**src/pcstk_defines.svh**
```systemverilog
// Constants for the program counter and return stack block
//
// Overview of operation
// - Keep a 13-bit program counter; low byte register is readable and writable.
// - Upper counter bits are never read directly; software writes reach them only through the holding latch.
// - Every reset clears the program counter upper bits to zero.
// - A low byte write loads all five upper bits from latch bits four to zero.
// - Call or jump takes 11 bits from the instruction, two from latch bits four, three.
// - One contiguous 8K word program space, paged for call and jump.
// - Eight-entry 13-bit stack outside memory space; pointer hidden from software.
// - Push the counter plus one on every call and on interrupt vectoring.
// - Plain and interrupt returns pop the full 13-bit counter.
// - Stack pushes and pops never change the holding latch.
// - Stack is circular; ninth push overwrites the first entry.
// - No overflow or underflow status and no explicit push or pop commands.
`ifndef PCSTK_DEFINES_SVH
`define PCSTK_DEFINES_SVH

`define PCSTK_PC_W 13
`define PCSTK_LOW_W 8
`define PCSTK_UP_W 5
`define PCSTK_JMP_W 11
`define PCSTK_PAGE_LSB 3
`define PCSTK_PAGE_MSB 4
`define PCSTK_DEPTH 8
`define PCSTK_PTR_W 3
`define PCSTK_LATCH_W 5
`define PCSTK_PC_RST 13'h0000
`define PCSTK_LATCH_RST 5'h00
`define PCSTK_PTR_RST 3'h0
`define PCSTK_PTR_ONE 3'h1
`define PCSTK_PC_ONE 13'h0001
`define PCSTK_INT_VECTOR 13'h0004

`endif

```
**src/pcstk_pkg.sv**
```systemverilog
// Types shared by the program counter and return stack block
`include "pcstk_defines.svh"
package pcstk_pkg;
  typedef logic [`PCSTK_PC_W-1:0] pcstk_addr_t;
  typedef logic [`PCSTK_PTR_W-1:0] pcstk_ptr_t;

  // Sequencing operation requested by the decoder for one cycle
  typedef enum logic [2:0] {
    PCSTK_OP_NONE,
    PCSTK_OP_STEP,
    PCSTK_OP_LOW_WRITE,
    PCSTK_OP_JUMP,
    PCSTK_OP_CALL,
    PCSTK_OP_RETURN,
    PCSTK_OP_INTR
  } pcstk_op_e;
endpackage

```
**src/pcstk_stack_if.sv**
```systemverilog
// Interface between the sequencer and its return address memory
`timescale 1ns/10ps
interface pcstk_stack_if;
  logic wr_en;
  pcstk_pkg::pcstk_ptr_t wr_idx;
  pcstk_pkg::pcstk_addr_t wr_data;
  pcstk_pkg::pcstk_ptr_t rd_idx;
  pcstk_pkg::pcstk_addr_t rd_data;

  modport seq (output wr_en, output wr_idx, output wr_data, output rd_idx, input rd_data);
  modport mem (input wr_en, input wr_idx, input wr_data, input rd_idx, output rd_data);
endinterface

```
**src/pcstk_stack_mem.sv**
```systemverilog
// Eight-entry return address memory with registered read data
`timescale 1ns/10ps
`include "pcstk_defines.svh"
module pcstk_stack_mem (
  input wire logic clk_i,
  pcstk_stack_if.mem port_if
);
  typedef struct packed {
    logic [`PCSTK_DEPTH-1:0][`PCSTK_PC_W-1:0] entry;
    logic [`PCSTK_PC_W-1:0] rd;
  } pcstk_mem_s;

  pcstk_mem_s mem_ff;
  pcstk_mem_s nxt_mem;

  // Entries hold no reset value; a pop of an unwritten slot returns stale data
  always_comb begin
    nxt_mem = mem_ff;
    if (port_if.wr_en) begin
      nxt_mem.entry[port_if.wr_idx] = port_if.wr_data;
    end
    nxt_mem.rd = nxt_mem.entry[port_if.rd_idx];
  end

  always_ff @(posedge clk_i) begin
    mem_ff <= nxt_mem;
  end

  assign port_if.rd_data = mem_ff.rd;
endmodule

```
**src/pcstk_top.sv**
```systemverilog
// Program counter sequencer with holding latch, paging and circular return stack
`timescale 1ns/10ps
`include "pcstk_defines.svh"
module pcstk_top (
  input wire logic core_clk_i,
  input wire logic rstn_i,
  input wire logic [2:0] op_i,
  input wire logic [`PCSTK_LOW_W-1:0] low_wr_data_i,
  input wire logic [`PCSTK_JMP_W-1:0] jump_target_i,
  input wire logic latch_wr_i,
  input wire logic [`PCSTK_LATCH_W-1:0] latch_wr_data_i,
  output logic [`PCSTK_PC_W-1:0] pc_o,
  output logic [`PCSTK_LOW_W-1:0] pc_low_byte_reg_o,
  output logic [`PCSTK_LATCH_W-1:0] pc_high_latch_o
);
  ////////////////////////////////////////////////////////////////////////////
  // Reset release
  logic rst_sync1_ff;
  logic rst_sync2_ff;

  // Two-stage release so the pc, latch and pointer registers leave reset on the same edge
  always_ff @(posedge core_clk_i or negedge rstn_i) begin
    if (!rstn_i) begin
      rst_sync1_ff <= 1'b0;
      rst_sync2_ff <= 1'b0;
    end else begin
      rst_sync1_ff <= 1'b1;
      rst_sync2_ff <= rst_sync1_ff;
    end
  end

  ////////////////////////////////////////////////////////////////////////////
  // State
  typedef struct packed {
    logic [`PCSTK_PC_W-1:0] pc;
    logic [`PCSTK_LATCH_W-1:0] latch;
    logic [`PCSTK_PTR_W-1:0] ptr;
  } pcstk_state_s;

  pcstk_state_s st_ff;
  pcstk_state_s nxt_st;
  pcstk_pkg::pcstk_op_e op;
  pcstk_stack_if stk_if ();
  logic [`PCSTK_PTR_W-1:0] top_idx;

  assign op = pcstk_pkg::pcstk_op_e'(op_i);
  assign top_idx = st_ff.ptr - `PCSTK_PTR_ONE;

  pcstk_stack_mem u_mem (
    .clk_i(core_clk_i),
    .port_if(stk_if)
  );

  ////////////////////////////////////////////////////////////////////////////
  // Stack port: pushes write at the pointer, read data always shows the top
  // The registered read tracks the pointer one cycle ahead, so a return sees
  // the entry on top; a push in the same cycle is forwarded, so a return may directly follow a push.
  always_comb begin
    stk_if.wr_en = (op == pcstk_pkg::PCSTK_OP_CALL) || (op == pcstk_pkg::PCSTK_OP_INTR);
    stk_if.wr_idx = st_ff.ptr;
    stk_if.wr_data = st_ff.pc + `PCSTK_PC_ONE; // Return lands after the call
    stk_if.rd_idx = nxt_st.ptr - `PCSTK_PTR_ONE;
  end

  ////////////////////////////////////////////////////////////////////////////
  // Sequencing; the pointer has no software path and no overflow flag
  always_comb begin
    nxt_st = st_ff;
    // Latch writes apply first so a same-cycle low byte write sees them
    if (latch_wr_i) begin
      nxt_st.latch = latch_wr_data_i;
    end
    case (op)
      pcstk_pkg::PCSTK_OP_NONE: begin
        nxt_st.pc = st_ff.pc;
      end
      pcstk_pkg::PCSTK_OP_STEP: begin
        nxt_st.pc = st_ff.pc + `PCSTK_PC_ONE;
      end
      pcstk_pkg::PCSTK_OP_LOW_WRITE: begin
        nxt_st.pc = {nxt_st.latch[`PCSTK_UP_W-1:0], low_wr_data_i};
      end
      pcstk_pkg::PCSTK_OP_JUMP: begin
        nxt_st.pc = {nxt_st.latch[`PCSTK_PAGE_MSB:`PCSTK_PAGE_LSB], jump_target_i};
      end
      pcstk_pkg::PCSTK_OP_CALL: begin
        nxt_st.pc = {nxt_st.latch[`PCSTK_PAGE_MSB:`PCSTK_PAGE_LSB], jump_target_i};
        nxt_st.ptr = st_ff.ptr + `PCSTK_PTR_ONE;
      end
      pcstk_pkg::PCSTK_OP_INTR: begin
        nxt_st.pc = `PCSTK_INT_VECTOR;
        nxt_st.ptr = st_ff.ptr + `PCSTK_PTR_ONE;
      end
      pcstk_pkg::PCSTK_OP_RETURN: begin
        nxt_st.pc = stk_if.rd_data;
        nxt_st.ptr = top_idx;
      end
      default: begin
        nxt_st.pc = st_ff.pc;
      end
    endcase
  end

  // Upper bits and pointer cleared on every reset
  always_ff @(posedge core_clk_i or negedge rst_sync2_ff) begin
    if (!rst_sync2_ff) begin
      st_ff.pc <= `PCSTK_PC_RST;
      st_ff.latch <= `PCSTK_LATCH_RST;
      st_ff.ptr <= `PCSTK_PTR_RST;
    end else begin
      st_ff <= nxt_st;
    end
  end

  ////////////////////////////////////////////////////////////////////////////
  // Outputs; the upper counter bits reach software only via pc_o fetch path
  always_comb begin
    pc_o = st_ff.pc;
    pc_low_byte_reg_o = st_ff.pc[`PCSTK_LOW_W-1:0];
    pc_high_latch_o = st_ff.latch;
  end
endmodule

```
**config.mk**
```make
export PLATFORM = sky130hd
export DESIGN_NAME = pcstk_top
export DESIGN_NICKNAME = d
export VERILOG_FILES = /design/src/pcstk_pkg.sv /design/src/pcstk_stack_if.sv /design/src/pcstk_stack_mem.sv /design/src/pcstk_top.sv
export VERILOG_INCLUDE_DIRS = /design/src
export SDC_FILE = /design/constraint.sdc
export NUM_CORES = 1
export LEC_CHECK = 0
export ABC_CLOCK_PERIOD_IN_PS = 1100
export BUFFER_PORTS_ARGS = -buffer_cell sky130_fd_sc_hd__buf_2
export CAP_MARGIN = 40
export CORE_MARGIN = 1
export CORE_UTILIZATION = 39
export DETAILED_ROUTE_END_ITERATION = 10
export HOLD_SLACK_MARGIN = 0.02
export PLACE_DENSITY_LB_ADDON = 0.2
export SKIP_LAST_GASP = 1
export SLEW_MARGIN = 20
export SYNTH_ARGS = -nofsm -noshare
export SYNTH_HDL_FRONTEND = slang
export SYNTH_SLANG_ARGS = --single-unit
export TNS_END_PERCENT = 5
```
**constraint.sdc**
```tcl
create_clock -name core_clk_i -period 1.1 [get_ports core_clk_i]
set_clock_uncertainty 0.2 [all_clocks]
set_input_delay 0.165 -clock core_clk_i [delete_from_list [all_inputs] [get_ports core_clk_i]]
set_output_delay 0.165 -clock core_clk_i [all_outputs]
set_load 0.02 [all_outputs]
```
==> run summary <==
CTS Hold Bufs - 10
CP arrival - 3.06 ns
post-route insts no fill - 1,115
Synth Register Bits - 140
Post-Syn Instances - 705
CP Max Fanout - 5
failing checks - hold timing, setup timing
detailed placement HPWL - 13,500 µm
HP Class - input pin to flop
Synth Area in Compound Gates - 0.178
gr usage total - 0.228
# placed instances - 1,069
IO Port Bufs - 55
Worst setup SP type - flop
total grt overflow - 0
Nets - 920
Detail Route Antenna Nets - 0
final hold vios - 10
Final WS setup - -1.85 ns
FMAX - 340 MHz
Wirelength per Cell - 16.4 µm
GP Congestion - 0.843
Synth Net Count - 738
vias in the first global route - 5,600
critical path type - flop to flop
initial antenna violation count - 0
core area - 15,900 µm²
maxcap violations - 0
Antenna Cells - 0
Rows - 46
# clock sinks - 140
TNS Setup - -127.24 ns
routed vias - 5,782
Main synth FF type - dfxtp_1
Tightest Pin Transition - 0.742 ns
adder-cell share of the synthesized area - 0.00707
CP endpoint kind - flop
final WL - 18,300 µm
Top-Level Pins - 56
Pleak - 3.79 nW
Max stage delay on crit path - 0.41 ns
Clock Tree Root - clkbuf_16
Cell Area, Synth - 6370 µm²
Min Hold Slack - -0.190 ns
critical-path cell list - inv_2 -> fa_1 -> o21a_1 -> ha_4 -> xnor2_4 -> xor2_4 -> buf_6 -> mux4_2 -> mux2_4
initial core utilization - 0.401
share of layout cells above drive strength 1 - 0.340
RSZ-0062 raised after global routing - yes
drt pass-1 iters - 5
largest net degree at the start of global routing - 33
area share of xor/xnor cells in the synthesized design - 0.0246
drt initial violations - 477
Ys Warns - 0
commonest cells after routing, fill and taps aside - 144 x buf_4, 117 x dfxtp_1, 89 x nor2_1
TritonCTS Buffers - 17
largest family of logic cells by synthesized area - compound AO/OA/AOI/OAI gates
Post-synth EDFFs - 0
drt drc - 0
mux cell area share after synthesis - 0.106
synth-to-layout area growth - 36.4%
Die Ht - 130 µm
CTS tree - done
CP max stage cell - fa_1
min Tclk post-route - 2.95 ns
leading cell type in the layout, fill and taps excluded - buf_4
status - finished with violations
Final Slew Violations - 0
asr flop ratio synth - 0.164
Reg clk slew, reported paths - 0.06 ns
Seq/Total Area, Yosys - 0.458
Post-Syn Area per Cell - 9.03 µm²
Cell variety after synth - 62
post-synthesis simple-gate area fraction - 0.170
vias per cell - 5.19
H-tree levels - 4
Worst IR Drop VDD - 1510 µV
Worst slew margin - 0.504
Die Width - 130 µm
first-pass GRT wire length - 28,900 µm
Final setup viols - 159
clk_lat worst skew - 0.42 ns
die area - 16,800 µm²
Clock Path Buffers - 2
Period Utilization, post-route - 2.68
PD cells - 3320 nW/µm²
critical path required time - 1.21 ns
logic make-up (layout without fill, tap and decap cells):
logic type | count (synthesis) | in the layout
and+or+nand+nor | 233 | 233
AOI/OAI and AO/OA | 189 | 189
DFF | 140 | 140
buffers and inverters | 73 | 267
muxes | 49 | 49
xor gates and xnor gates | 17 | 17
adders and majority gates | 3 | 3
other | 1 | 1
per-layer routing:
layer,up-vias,wire [µm],global-route usage
met5,-,0,0
li1,2849,-,-
met4,0,434,0.0882
met1,2727,8360,0.289
met3,30,868,0.0467
met2,176,8610,0.381
worst max-delay path, delay by kind of cell, from the launching register on:
family          cells  cell delay [ns]
fa+ha+maj           2             0.60
mux                 2             0.57
flops               1             0.39
compound gates      1             0.22
xor+xnor            2             0.60
buf+inv             2             0.25
layout make-up:
type                       count  area [µm²]
clock buffer                  21         460
clock inverter                10        91.3
fill                        1460        7200
inverter                      19        76.3
multi-input combinational    492        3290
sequential                   140        2920
tap                          216         270
timing repair buffer         217        1580
Yosys cell counts (all sizes together), types with 7 or more instances:
master	n	area [µm²]
a211oi	22	170
a21oi	88	440
and2	12	75.1
buf	37	213
clkbuf	17	63.8
dfrtp	23	576
dfxtp	117	2340
inv	18	67.6
mux2	18	203
mux2i	18	180
mux4	13	293
nand2	80	305
nor2	90	338
nor3	16	100
o21ai	43	215
o22ai	7	43.8
xnor2	11	104
through the flow:
stage	worst slack, ns	util	hold slack (ns)	total power, W	instance area [µm²]
final	-1.85	0.547	-0.190	0.0288	8690
after global routing	-1.94	0.547	-0.198	0.0307	8690
after CTS	-1.78	0.541	-0.206	0.0282	8600
after detailed placement	-2.02	0.496	-0.248	0.0222	7880
after global placement	-1.96	0.496	-0.250	0.0217	7880
after floorplan	-1.97	-	-0.331	0.0171	6500
report_power, final:
group          internal, W  switching (W)
clock              0.00322        0.00216
sequential         0.00759       0.000866
combinational      0.00720        0.00778
total               0.0180         0.0108
repair_timing:
item,in CTS,in global routing
setup endpoints to repair,159,159
resized for setup,9,12
pin swaps,3,10
buffers inserted,3,2
hold endpoints to repair,16,9
registers in the layout, summed over array words and instances, names as in the netlist:
register / flops
rst_sync2_ff: 1
pc_high_latch_o: 5
stk_if.wr_idx: 3
u_mem.port_if.rd_data: 13
pc_o: 13
u_mem.mem_ff: 104
rst_sync1_ff: 1
final timing paths:
kind | start | endpoint | slack (ns) | cells past startpoint
worst max-delay path | stk_if.wr_idx[1]$_DFF_PN0_ | u_mem.port_if.rd_data[0]$_DFF_P_ | -1.85 | 9
worst min-delay path | latch_wr_data_i[2] | pc_high_latch_o[2]$_DFF_PN0_ | -0.19 | 2
worst max register to register | stk_if.wr_idx[1]$_DFF_PN0_ | u_mem.port_if.rd_data[0]$_DFF_P_ | -1.85 | 9
worst min register to register | rst_sync2_ff$_DFF_PN0_ | pc_o[5]$_DFFE_PN0P_ | 0.03 | 1
max in group asynchronous | rstn_i | rst_sync1_ff$_DFF_PN0_ | 0.19 | 3
min in group asynchronous | rst_sync2_ff$_DFF_PN0_ | pc_o[5]$_DFFE_PN0P_ | 0.03 | 1
Power figures use the tool's default switching activity.
